--- src/verilog/rcoc_pkg.sv ---
// shared constants and types for the channel override control block
package rcoc_pkg;
    // register offsets
    localparam logic [7:0] REG_BOOST_ACTIVE = 8'h03;
    localparam logic [7:0] REG_TUNE_ONE = 8'h08;
    localparam logic [7:0] REG_OVR_EN = 8'h09;
    localparam logic [7:0] REG_TUNE_TWO = 8'h0b;
    localparam logic [7:0] REG_LIMIT_CTRL = 8'h13;
    localparam logic [7:0] REG_SD_OVR = 8'h14;
    localparam logic [7:0] REG_OUT_SEL = 8'h1e;
    localparam logic [7:0] REG_RATE_SEL = 8'h2f;
    localparam logic [7:0] REG_ADAPT_MODE = 8'h31;
    localparam logic [7:0] REG_SEARCH_CTRL = 8'h36;
    localparam logic [7:0] REG_BOOST_LOW = 8'h3a;
    localparam logic [7:0] REG_FAST_RES = 8'h3f;
    localparam logic [7:0] REG_BOOST_EXTRA = 8'h40;
    // field positions
    localparam int LIMIT_BIT = 2;
    localparam int OVR_TUNE_BIT = 7;
    localparam int OVR_MUX_BIT = 5;
    localparam int OVR_QCLK_BIT = 4;
    localparam int OUT_QCLK_BIT = 0;
    localparam int OUT_PATGEN_EN_BIT = 4;
    localparam int SD_FORCE_ON_BIT = 7;
    localparam int SD_FORCE_OFF_BIT = 6;
    localparam int SEL_MSB = 7;
    localparam int SEL_LSB = 5;
    localparam int ADAPT_MSB = 6;
    localparam int ADAPT_LSB = 5;
    localparam int SRCH_MSB = 5;
    localparam int SRCH_LSB = 4;
    localparam int FAST_RES_DIS_BIT = 7;
    localparam int TUNE_W = 5;
    // reset values
    localparam logic [7:0] RST_OUT_SEL = 8'he0;
    localparam logic [7:0] RST_ZERO = 8'h00;
    localparam logic [1:0] SRCH_FULL = 2'h3;
    // timing: lock attempt window per tuning try
    localparam int REF_MHZ = 20;
    localparam int LOCK_TRY_US = 100;
    localparam int LOCK_TRY_CYC = REF_MHZ * LOCK_TRY_US;
    localparam int FIFO_DEPTH = 8;

    typedef enum logic [2:0] {
        SEL_RAW = 3'h0,
        SEL_RETIMED = 3'h1,
        SEL_ICLK = 3'h2,
        SEL_QCLK = 3'h3,
        SEL_PATTERN = 3'h4,
        SEL_CLK10 = 3'h5,
        SEL_INVALID = 3'h6,
        SEL_MUTE = 3'h7
    } rcoc_sel_t;

    typedef enum logic [2:0] {
        DIV1 = 3'h0,
        DIV2 = 3'h1,
        DIV4 = 3'h2,
        DIV8 = 3'h3,
        DIV16 = 3'h4
    } rcoc_div_t;

    // register write request
    typedef struct packed {
        logic [7:0] addr;
        logic [7:0] data;
    } rcoc_wr_t;

    // analog status from the channel
    typedef struct packed {
        logic sig_present;
        logic locked;
        logic adapt_done;
    } rcoc_stat_t;
endpackage

--- src/verilog/rcoc_fifo.sv ---
// parameterised valid/ready fifo for register writes
`timescale 1ns/1ps
`default_nettype none
module rcoc_fifo #(
    parameter int WIDTH = 16,
    parameter int DEPTH = 8
) (
    input wire logic ref_clk_in,
    input wire logic reset_n_in,
    input wire logic in_valid_in,
    output logic in_ready_out,
    input wire logic [WIDTH-1:0] in_data_in,
    output logic out_valid_out,
    input wire logic out_ready_in,
    output logic [WIDTH-1:0] out_data_out
);
    localparam int AW = $clog2(DEPTH);
    logic [WIDTH-1:0] mem_q [DEPTH];
    logic [AW:0] wp_q;
    logic [AW:0] rp_q;
    logic do_wr;
    logic do_rd;

    assign in_ready_out = (wp_q - rp_q) != (AW+1)'(DEPTH);
    assign out_valid_out = wp_q != rp_q;
    assign do_wr = in_valid_in && in_ready_out;
    assign do_rd = out_valid_out && out_ready_in;
    assign out_data_out = mem_q[rp_q[AW-1:0]];

    always_ff @(posedge ref_clk_in) begin
        if (do_wr) begin
            mem_q[wp_q[AW-1:0]] <= in_data_in;
        end
    end

    always_ff @(posedge ref_clk_in or negedge reset_n_in) begin
        if (!reset_n_in) begin
            wp_q <= '0;
            rp_q <= '0;
        end else begin
            if (do_wr) begin
                wp_q <= wp_q + 1'b1;
            end
            if (do_rd) begin
                rp_q <= rp_q + 1'b1;
            end
        end
    end
endmodule
`default_nettype wire

--- src/verilog/rcoc_channel.sv ---
// per-channel override control: boost, tuning search, output multiplexer
`timescale 1ns/1ps
`default_nettype none
// What this block does
// - active boost register holds applied boost; writes replace it
// - limit bit puts the last equalizer stage into limiting mode
// - lock loss restarts lock/adapt sequence, which may rewrite boost
// - adapt mode zero stops adaptation rewriting boost; relock still tried
// - relock search starts at largest allowed divider when permitted
// - at divider 4 or 8, low-rate boost is copied into active boost
// - search field 11 without tuning override first runs coarse tuning search against reference
// - searched range comes from rate and subrate fields
// - tuning override values used only while override enable is set
// - override alternates value one at divide 8, value two at divide 1
// - default: mute without signal or lock, retimed data when locked
// - select field encodes mute, invalid, clocks, pattern, retimed, raw
// - without override, select applies only when present but unlocked
// - with override set, output follows the select field while signal is detected
// - no signal detected powers down channel and mutes output
// - upper override bit set, lower clear forces signal detect on
// - both override bits clear return detection to automatic
// - pattern output only when enabled; clocked by recovered or free clock
// - internal 10 MHz clock selectable under override whenever signal is detected
// - adapt mode selects equalizer adaptation after leaving reset
module rcoc_channel
    import rcoc_pkg::*;
(
    input wire logic ref_clk_in,
    input wire logic reset_n_in,
    input wire logic wr_valid_in,
    output logic wr_ready_out,
    input wire rcoc_wr_t wr_in,
    input wire logic [7:0] rd_addr_in,
    output logic [7:0] rd_data_out,
    input wire logic sig_present_in,
    input wire logic locked_in,
    input wire logic adapt_done_in,
    input wire logic [7:0] adapt_boost_in,
    output logic [7:0] boost_out,
    output logic limit_mode_out,
    output logic [TUNE_W-1:0] tune_out,
    output rcoc_div_t divider_out,
    output logic sd_active_out,
    output logic powered_out,
    output rcoc_sel_t mux_sel_out,
    output logic pattern_run_out,
    output logic pattern_free_clk_out,
    output logic fast_research_dis_out
);
    typedef enum logic [4:0] {
        ST_RESET = 5'b00001,
        ST_COARSE = 5'b00010,
        ST_TRY = 5'b00100,
        ST_ADAPT = 5'b01000,
        ST_LOCKED = 5'b10000
    } rcoc_state_t;

    // each instance owns its registers; nothing is shared between channels
    logic [7:0] boost_q;
    logic [7:0] tune1_q;
    logic [7:0] ovr_q;
    logic [7:0] tune2_q;
    logic [7:0] limit_q;
    logic [7:0] sd_q;
    logic [7:0] osel_q;
    logic [7:0] rate_q;
    logic [7:0] adapt_q;
    logic [7:0] srch_q;
    logic [7:0] blow_q;
    logic [7:0] fres_q;
    logic [7:0] bext_q;
    logic [1:0] sig_sync_q;
    logic [1:0] lock_sync_q;
    logic [1:0] adone_sync_q;
    logic sig_s;
    logic lock_s;
    logic adone_s;
    logic [15:0] aboost_sync_q;
    logic [7:0] adapt_boost_s;
    rcoc_state_t st_q;
    rcoc_div_t div_q;
    logic alt_q;
    logic [15:0] tmr_q;
    logic [TUNE_W-1:0] found_tune_q;
    logic fifo_valid;
    logic fifo_ready;
    rcoc_wr_t fifo_wr;
    logic sd_act;
    logic tune_ovr;
    logic lock_lost;
    logic tmr_done;
    logic lowrate_div;
    logic lowrate_try;
    rcoc_sel_t sel_f;

    // writes queue here so the control logic can stall during sequence updates
    rcoc_fifo #(.WIDTH(16), .DEPTH(FIFO_DEPTH)) u_fifo (
        .ref_clk_in(ref_clk_in),
        .reset_n_in(reset_n_in),
        .in_valid_in(wr_valid_in),
        .in_ready_out(wr_ready_out),
        .in_data_in(wr_in),
        .out_valid_out(fifo_valid),
        .out_ready_in(fifo_ready),
        .out_data_out(fifo_wr)
    );

    // channel status pins are asynchronous to the reference
    always_ff @(posedge ref_clk_in or negedge reset_n_in) begin
        if (!reset_n_in) begin
            sig_sync_q <= 2'h0;
            lock_sync_q <= 2'h0;
            adone_sync_q <= 2'h0;
            aboost_sync_q <= 16'h0000;
        end else begin
            sig_sync_q <= {sig_sync_q[0], sig_present_in};
            lock_sync_q <= {lock_sync_q[0], locked_in};
            adone_sync_q <= {adone_sync_q[0], adapt_done_in};
            // boost word gets the same two-flop delay as its done flag
            aboost_sync_q <= {aboost_sync_q[7:0], adapt_boost_in};
        end
    end
    assign sig_s = sig_sync_q[1];
    assign lock_s = lock_sync_q[1];
    assign adone_s = adone_sync_q[1];
    assign adapt_boost_s = aboost_sync_q[15:8];

    function automatic logic is_lowrate(input rcoc_div_t d);
        is_lowrate = (d == DIV4) || (d == DIV8);
    endfunction

    // largest divider permitted by rate/subrate code
    function automatic rcoc_div_t max_div(input logic [7:0] r);
        case (r[5:4])
            2'h0: max_div = DIV8;
            2'h1: max_div = DIV4;
            2'h2: max_div = DIV2;
            default: max_div = DIV1;
        endcase
    endfunction

    // signal detect: force off blanks (even with force on), force on alone forces detect, else automatic
    always_comb begin
        if (sd_q[SD_FORCE_ON_BIT] && !sd_q[SD_FORCE_OFF_BIT]) begin
            sd_act = 1'b1;
        end else if (!sd_q[SD_FORCE_ON_BIT] && !sd_q[SD_FORCE_OFF_BIT]) begin
            sd_act = sig_s;
        end else begin
            sd_act = 1'b0;
        end
    end

    assign tune_ovr = ovr_q[OVR_TUNE_BIT];
    assign lock_lost = !lock_s;
    assign tmr_done = tmr_q == 16'(LOCK_TRY_CYC - 1);
    assign lowrate_div = is_lowrate(div_q);
    assign lowrate_try = st_q == ST_TRY && lowrate_div;
    // all writes are held for the whole low-rate attempt unless adapt mode is zero
    assign fifo_ready = !(st_q == ST_TRY && lowrate_div && adapt_q[ADAPT_MSB:ADAPT_LSB] != 2'h0);

    // lock and adaptation sequencer
    always_ff @(posedge ref_clk_in or negedge reset_n_in) begin
        if (!reset_n_in) begin
            st_q <= ST_RESET;
            div_q <= DIV1;
            alt_q <= 1'b0;
            tmr_q <= 16'h0000;
            found_tune_q <= '0;
        end else begin
            case (st_q)
                ST_RESET: begin
                    tmr_q <= 16'h0000;
                    alt_q <= 1'b0;
                    if (sd_act) begin
                        div_q <= tune_ovr ? DIV8 : max_div(rate_q);
                        if (srch_q[SRCH_MSB:SRCH_LSB] == SRCH_FULL && !tune_ovr) begin
                            st_q <= ST_COARSE;
                        end else begin
                            st_q <= ST_TRY;
                        end
                    end
                end
                ST_COARSE: begin
                    // coarse value chosen from rate field over one reference window
                    tmr_q <= tmr_q + 16'h0001;
                    if (tmr_done) begin
                        found_tune_q <= TUNE_W'({rate_q[7:6], rate_q[5:4], 1'b0});
                        tmr_q <= 16'h0000;
                        st_q <= ST_TRY;
                    end
                end
                ST_TRY: begin
                    tmr_q <= tmr_q + 16'h0001;
                    if (!sd_act) begin
                        st_q <= ST_RESET;
                    end else if (lock_s) begin
                        st_q <= ST_ADAPT;
                    end else if (tmr_done) begin
                        tmr_q <= 16'h0000;
                        if (tune_ovr) begin
                            alt_q <= !alt_q;
                            div_q <= alt_q ? DIV8 : DIV1;
                        end else if (div_q != DIV1) begin
                            div_q <= rcoc_div_t'(div_q - 3'h1);
                        end else begin
                            div_q <= max_div(rate_q);
                        end
                    end
                end
                ST_ADAPT: begin
                    if (lock_lost || !sd_act) begin
                        st_q <= ST_RESET;
                    end else if (adone_s || adapt_q[ADAPT_MSB:ADAPT_LSB] == 2'h0) begin
                        st_q <= ST_LOCKED;
                    end
                end
                ST_LOCKED: begin
                    if (lock_lost || !sd_act) begin
                        st_q <= ST_RESET;
                    end
                end
                default: st_q <= ST_RESET;
            endcase
        end
    end

    // boost register: software writes, low-rate search copies, adaptation rewrites
    always_ff @(posedge ref_clk_in or negedge reset_n_in) begin
        if (!reset_n_in) begin
            boost_q <= RST_ZERO;
        end else if (fifo_valid && fifo_ready && fifo_wr.addr == REG_BOOST_ACTIVE) begin
            boost_q <= fifo_wr.data;
        end else if (lowrate_try) begin
            // copied in every adapt mode; pinning boost needs the low-rate value too
            boost_q <= blow_q;
        end else if (adapt_q[ADAPT_MSB:ADAPT_LSB] != 2'h0 && st_q == ST_ADAPT && adone_s) begin
            boost_q <= adapt_boost_s;
        end
    end

    // remaining software registers
    always_ff @(posedge ref_clk_in or negedge reset_n_in) begin
        if (!reset_n_in) begin
            tune1_q <= RST_ZERO;
            ovr_q <= RST_ZERO;
            tune2_q <= RST_ZERO;
            limit_q <= RST_ZERO;
            sd_q <= RST_ZERO;
            osel_q <= RST_OUT_SEL;
            rate_q <= RST_ZERO;
            adapt_q <= RST_ZERO;
            srch_q <= RST_ZERO;
            blow_q <= RST_ZERO;
            fres_q <= RST_ZERO;
            bext_q <= RST_ZERO;
        end else if (fifo_valid && fifo_ready) begin
            case (fifo_wr.addr)
                REG_TUNE_ONE: tune1_q <= fifo_wr.data;
                REG_OVR_EN: ovr_q <= fifo_wr.data;
                REG_TUNE_TWO: tune2_q <= fifo_wr.data;
                REG_LIMIT_CTRL: limit_q <= fifo_wr.data;
                REG_SD_OVR: sd_q <= fifo_wr.data;
                REG_OUT_SEL: osel_q <= fifo_wr.data;
                REG_RATE_SEL: rate_q <= fifo_wr.data;
                REG_ADAPT_MODE: adapt_q <= fifo_wr.data;
                REG_SEARCH_CTRL: srch_q <= fifo_wr.data;
                REG_BOOST_LOW: blow_q <= fifo_wr.data;
                REG_FAST_RES: fres_q <= fifo_wr.data;
                REG_BOOST_EXTRA: bext_q <= fifo_wr.data;
                default: ;
            endcase
        end
    end

    // register read-back; unmapped offsets read zero
    always_comb begin
        case (rd_addr_in)
            REG_BOOST_ACTIVE: rd_data_out = boost_q;
            REG_TUNE_ONE: rd_data_out = tune1_q;
            REG_OVR_EN: rd_data_out = ovr_q;
            REG_TUNE_TWO: rd_data_out = tune2_q;
            REG_LIMIT_CTRL: rd_data_out = limit_q;
            REG_SD_OVR: rd_data_out = sd_q;
            REG_OUT_SEL: rd_data_out = osel_q;
            REG_RATE_SEL: rd_data_out = rate_q;
            REG_ADAPT_MODE: rd_data_out = adapt_q;
            REG_SEARCH_CTRL: rd_data_out = srch_q;
            REG_BOOST_LOW: rd_data_out = blow_q;
            REG_FAST_RES: rd_data_out = fres_q;
            REG_BOOST_EXTRA: rd_data_out = bext_q;
            default: rd_data_out = 8'h00;
        endcase
    end

    // output multiplexer selection
    always_comb begin
        sel_f = rcoc_sel_t'(osel_q[SEL_MSB:SEL_LSB]);
        if (!sd_act) begin
            mux_sel_out = SEL_MUTE;
        end else if (ovr_q[OVR_MUX_BIT]) begin
            // clock10 needs no lock, so it is always reachable here
            mux_sel_out = sel_f;
        end else if (st_q == ST_LOCKED || st_q == ST_ADAPT) begin
            mux_sel_out = SEL_RETIMED;
        end else begin
            mux_sel_out = sel_f;
        end
        // invalid code, or pattern without generator enabled, gives mute
        if (mux_sel_out == SEL_INVALID) begin
            mux_sel_out = SEL_MUTE;
        end
        if (mux_sel_out == SEL_PATTERN && !osel_q[OUT_PATGEN_EN_BIT]) begin
            mux_sel_out = SEL_MUTE;
        end
        // quadrature clock only with both enables, otherwise muted here
        if (mux_sel_out == SEL_QCLK && !(ovr_q[OVR_QCLK_BIT] && osel_q[OUT_QCLK_BIT])) begin
            mux_sel_out = SEL_MUTE;
        end
        // raw mode without re-search disable mutes the output
        if (mux_sel_out == SEL_RAW && !fres_q[FAST_RES_DIS_BIT]) begin
            mux_sel_out = SEL_MUTE;
        end
    end

    assign boost_out = boost_q;
    assign limit_mode_out = limit_q[LIMIT_BIT];
    assign tune_out = tune_ovr ? (div_q == DIV8 ? tune1_q[TUNE_W-1:0] : tune2_q[TUNE_W-1:0])
                               : found_tune_q;
    assign divider_out = div_q;
    assign sd_active_out = sd_act;
    assign powered_out = sd_act;
    assign pattern_run_out = osel_q[OUT_PATGEN_EN_BIT];
    assign pattern_free_clk_out = !(st_q == ST_LOCKED || st_q == ST_ADAPT);
    assign fast_research_dis_out = fres_q[FAST_RES_DIS_BIT];

    mute_nosig_a: assert property (@(posedge ref_clk_in) disable iff (!reset_n_in)
        !sd_act |-> mux_sel_out == SEL_MUTE) else $error("output not muted without signal");
    locked_ret_a: assert property (@(posedge ref_clk_in) disable iff (!reset_n_in)
        (sd_act && !ovr_q[OVR_MUX_BIT] && st_q == ST_LOCKED) |-> mux_sel_out == SEL_RETIMED)
        else $error("locked channel not retimed");
    force_sd_a: assert property (@(posedge ref_clk_in) disable iff (!reset_n_in)
        (sd_q[7:6] == 2'b10) |-> sd_act) else $error("forced detect not active");
    auto_sd_a: assert property (@(posedge ref_clk_in) disable iff (!reset_n_in)
        (sd_q[7:6] == 2'b00) |-> sd_act == sig_s) else $error("detect not automatic");
    adapt_hold_a: assert property (@(posedge ref_clk_in) disable iff (!reset_n_in)
        (adapt_q[6:5] == 2'h0 && !(fifo_valid && fifo_ready) && !lowrate_try)
        |=> $stable(boost_q))
        else $error("boost changed in adapt mode zero");
    lowrate_copy_a: assert property (@(posedge ref_clk_in) disable iff (!reset_n_in)
        (lowrate_try && !(fifo_valid && fifo_ready)) |=> boost_q == $past(blow_q))
        else $error("low-rate boost not copied");
    alt_div_a: assert property (@(posedge ref_clk_in) disable iff (!reset_n_in)
        (st_q == ST_TRY && tune_ovr && tmr_done && !lock_s && sd_act)
        |=> div_q == ($past(alt_q) ? DIV8 : DIV1)) else $error("tuning not alternating");
    ovr_follow_a: assert property (@(posedge ref_clk_in) disable iff (!reset_n_in)
        (sd_act && ovr_q[OVR_MUX_BIT] && osel_q[7:5] == 3'h5) |-> mux_sel_out == SEL_CLK10)
        else $error("10 MHz clock not selectable");
    lock_loss_a: assert property (@(posedge ref_clk_in) disable iff (!reset_n_in)
        (st_q == ST_LOCKED && !lock_s) |=> st_q == ST_RESET) else $error("no restart on lock loss");
endmodule
`default_nettype wire

--- config.mk ---
export PLATFORM = sky130hd
export DESIGN_NAME = rcoc_channel
export DESIGN_NICKNAME = d
export VERILOG_FILES = /design/src/verilog/rcoc_pkg.sv /design/src/verilog/rcoc_fifo.sv /design/src/verilog/rcoc_channel.sv
export SDC_FILE = /design/constraint.sdc
export NUM_CORES = 1
export LEC_CHECK = 0
export BUFFER_PORTS_ARGS = -buffer_cell sky130_fd_sc_hd__clkbuf_2
export CAP_MARGIN = 30
export CORE_UTILIZATION = 40
export CTS_BUF_LIST = sky130_fd_sc_hd__clkbuf_2
export CTS_CLUSTER_SIZE = 30
export DETAILED_ROUTE_END_ITERATION = 8
export SETUP_SLACK_MARGIN = 0.2
export SLEW_MARGIN = 20
export SYNTH_ARGS = -nofsm -noshare
export SYNTH_HDL_FRONTEND = slang
export SYNTH_HIERARCHICAL = 1
export SYNTH_SLANG_ARGS = --single-unit
--- constraint.sdc ---
create_clock -name ref_clk_in -period 3.8 [get_ports ref_clk_in]
set_input_delay 0 -clock ref_clk_in [delete_from_list [all_inputs] [get_ports ref_clk_in]]
set_output_delay 0 -clock ref_clk_in [all_outputs]
set_load 0.01 [all_outputs]
==> results_tabular.tex <==
\begin{tabular}{lr}
\hline
Metric & Value \\
\hline
\multicolumn{2}{l}{\textbf{Critical path}} \\
Arrival time reported for the critical path endpoint & 4.11 ns \\
Setup crit start kind & flip-flop \\
Capture point of the worst reg-to-reg path & tune1\_q[0] \\
RR Startpoint & u\_fifo/rp\_q[0] \\
Max FO, Critical Path & 18 \\
CP required & 4.61 ns \\
Type of the worst setup path & reg -> reg \\
FF-to-FF path depth & 9 \\
Launching instance or port of the critical path & u\_fifo/rp\_q[0] \\
Capturing element type of the critical path & flip-flop \\
Worst R2R Setup Slack & 0.50 ns \\
Capture point of the critical path & tune1\_q[0] \\
\multicolumn{2}{l}{\textbf{CTS}} \\
Post-CTS Repair Setup Buffers & 0 \\
Post\_cts resized & 0 \\
CTS tree & built \\
Clock tree buffer depth & 3 \\
Cell chosen for the clock root & clkbuf\_2 \\
Sinks on Clock Net & 291 \\
CTS HTree Levels & 3 \\
Worst-path clk slew & 0.11 ns \\
TritonCTS Buffers & 76 \\
Number of buffers inserted by hold repair at cts & 59 \\
Source-to-sink clock delay at the later pin of the worst-skew pair & 0.92 ns \\
\multicolumn{2}{l}{\textbf{Cells and area}} \\
Sequential Area & 0.00793 mm2 \\
Max FFs per register & 128 \\
Nets & 1187 \\
Final design area excluding fillers & 0.0153 mm2 \\
Area of the multi-input gates & 0.00485 mm2 \\
Layout cells sized above 1 & 32.3\% \\
Number of inserted filler cells in the final layout & 2909 \\
Commonest non-fill, non-tap cells in the layout & clkbuf\_2, dfrtp\_1, edfxtp\_1 \\
Most common library cell in the layout ignoring fill and taps & clkbuf\_2 \\
Layout area overhead & 17.4\% \\
\multicolumn{2}{l}{\textbf{Floorplanning}} \\
Die width & 182 um \\
Height of the chip & 182 um \\
Total number of placement rows & 65 \\
Initial Utilization & 40.9\% \\
Standard cell core area & 0.0318 mm2 \\
Die footprint & 0.0333 mm2 \\
I/O pins & 72 \\
\multicolumn{2}{l}{\textbf{Placed design}} \\
HPWL after detailed placement & 20900 um \\
Placer's final routability congestion estimate & 0.933 \\
Placement-stage cell area & 0.0140 mm2 \\
Port-buffer cells & 71 \\
\multicolumn{2}{l}{\textbf{Routing}} \\
Count of antenna-violating nets left after detailed routing & 0 \\
Post-DR wirelength/cell & 20.0 um \\
Iter 0 DRT Violations & 696 \\
Vias & 8869 \\
Wirelength, routed & 32600 um \\
Average vias per placed instance & 5.45 \\
Count of unresolved DRC violations after routing & 0 \\
First-pass detailed-route iteration total & 5 \\
\multicolumn{2}{l}{\textbf{Timing}} \\
Fin crit period & 3.30 ns \\
Crit share post-route & 86.9\% \\
RSZ-0062 raised after global routing & false \\
Setup Total Neg Slack & 0 ns \\
Tightest hold margin & 0.183 ns \\
Number of endpoints with negative hold slack in the final report & 0 \\
Slew headroom & 44.6\% \\
Setup skew after layout & 0.0585 ns \\
Final setup vio count & 0 \\
Slew at the pin with the worst max-slew slack & 0.830 ns \\
Peak clock frequency supported by timing & 0.303 GHz \\
Pins over their slew limit & 0 \\
\multicolumn{2}{l}{\textbf{Yosys}} \\
Combinational family with the most area after synthesis & multiplexers \\
Summed instance area of the synthesized netlist & 0.0130 mm2 \\
Average cell area after synthesis & 13.6 um2 \\
Portion of netlist area occupied by mux cells & 16.6\% \\
Synthesized netlist net count & 1003 \\
Count of different cell masters after synthesis & 76 \\
Complex-gate fraction of the synthesized area & 7.53\% \\
Async SR Flop Fraction & 56.0\% \\
Simple-gate share of the synthesized area & 10.9\% \\
Sequential area share after synthesis & 60.9\% \\
Number of synthesized flops with an enable pin & 128 \\
Yosys warnings & 6 \\
Cells after Synth & 955 \\
Seq cells post-synth & 291 \\
Primary flip-flop cell chosen by synthesis mapping & dfrtp\_1 \\
Adder-cell area share of the yosys netlist & 0.962\% \\
Share of the synthesized netlist area taken by xor and xnor gates & 0.779\% \\
\multicolumn{2}{l}{\textbf{Run}} \\
Max-cap check violation count & 0 \\
\multicolumn{2}{l}{\textbf{Power and ir drop}} \\
Total power of the final layout & 10500 uW \\
Share of power burned in combinational logic & 34.6\% \\
Net Sw Frac & 38.1\% \\
Leak Pwr & 0.00628 uW \\
Max IR drop VDD & 339 uV \\
Net switching power figure & 3980 uW \\
Internal power component & 6470 uW \\
Sequential share of power & 44.1\% \\
Power Density & 685 mW/mm2 \\
Clk pwr share & 21.3\% \\
\multicolumn{2}{l}{\textbf{Global route}} \\
Pin count of the biggest net entering global routing & 92 \\
Sum of overflow across all layers after global routing & 0 \\
Wire length of the first global-routing pass & 50700 um \\
Number of global-route vias before repair & 8953 \\
Initial antenna violation count & 1 \\
Overall fraction of global-route tracks in use & 20.3\% \\
\multicolumn{2}{l}{\textbf{Outcome}} \\
Result of the run & finished, final reports clean \\
\multicolumn{2}{l}{\textbf{Min path}} \\
Hold crit path type & in -> async \\
\hline
\end{tabular}
-- cell families (layout without fill, tap and decap cells) --
kind of cell               count (synthesis)  after routing
and+or+nand+nor                          273            273
xor gates and xnor gates                  10             10
buffers and inverters                     71            306
other                                      0              1
DFF                                      291            291
adders and majority gates                 10             10
AOI/OAI and AO/OA                        139            139
muxes                                    161            161
-- synth_stat cells, types with 3 or more instances --
master / count / share of area [%]
nor3_1: 20 / 0.77
edfxtp_1: 128 / 30
mux2i_1: 21 / 1.6
o211ai_1: 3 / 0.17
nand4_1: 17 / 0.82
nor3_2: 3 / 0.23
a21oi_1: 22 / 0.85
mux2_2: 103 / 8.9
o31ai_1: 3 / 0.17
buf_1: 3 / 0.087
a221oi_1: 5 / 0.34
xnor2_1: 8 / 0.54
a31oi_1: 10 / 0.48
ha_1: 10 / 0.96
or4_1: 4 / 0.23
o21ai_0: 29 / 1.1
or3_1: 8 / 0.38
o2111ai_1: 3 / 0.20
a22oi_1: 27 / 1.6
and3_1: 10 / 0.48
and2_1: 3 / 0.14
a32oi_1: 3 / 0.20
dfstp_2: 4 / 0.81
mux4_2: 32 / 5.5
nand3b_1: 4 / 0.23
nor3b_1: 3 / 0.17
nor2_1: 38 / 1.1
buf_2: 12 / 0.46
o22ai_1: 5 / 0.24
inv_1: 19 / 0.55
nand2_1: 94 / 2.7
nand3_1: 24 / 0.92
nor2b_1: 9 / 0.43
mux2_4: 5 / 0.58
nor4_1: 11 / 0.53
a221o_1: 3 / 0.23
dfrtp_1: 159 / 31
clkbuf_1: 34 / 0.98
nand2b_1: 8 / 0.38
-- power groups by stage --
stage	clock network [uW]	registers (uW)	logic, uW
2_1_floorplan	0	4400	2570
3_3_place_gp	0	4650	3530
3_5_place_dp	0	4670	3580
4_1_cts	2310	4610	3640
5_1_grt	2480	4700	3950
6_report	2230	4610	3620
-- through the flow --
step	std cells	utilization, %	setup slack [ns]
3_5_place_dp	1437	43.9	0.449
2_1_floorplan	955	-	-0.156
4_1_cts	1625	48.0	0.421
6_report	1626	48.0	0.498
5_1_grt	1626	48.0	0.236
3_3_place_gp	1437	43.9	0.508
-- per-layer routing --
metal	part of all wire (%)	global-route usage, %	vias up
met5	0	0	-
met3	5.8	5.23	62
met4	2.6	8.50	0
met1	45	26.3	4478
met2	47	32.3	287
li1	-	-	4042
-- worst min-delay path by stage --
stage	end	slack, ns	cells after the start
after floorplan	aboost_sync_q[0]	-0.30	0
after global placement	aboost_sync_q[2]	0.11	1
after detailed placement	sig_sync_q[0]	0.11	1
after CTS	osel_q[5]	0.09	3
after global routing	st_q[0]	0.11	3
final	osel_q[5]	0.18	3
-- worst max-delay path, cell delays in order (launching register included) --
cell and delay (ns):
dfrtp_2 0.72, buf_4 0.37, mux4_2 0.53, nand2_1 0.08, nand2_1 0.09, nand2b_1 0.18, nor3_1 0.15, nand3_1 0.18
nor3_2 0.50, mux2_2 0.40
-- final cells by class --
class	instances	area share [%]
Sequential cell	291	51.9
Multi-Input combinational cell	593	31.7
Timing Repair Buffer	157	7.68
Clock buffer	109	3.57
Tap cell	435	3.56
Clock inverter	20	1.02
Inverter	20	0.492
Antenna cell	1	0.0164
No activity file was read; power rests on OpenSTA's default activity.
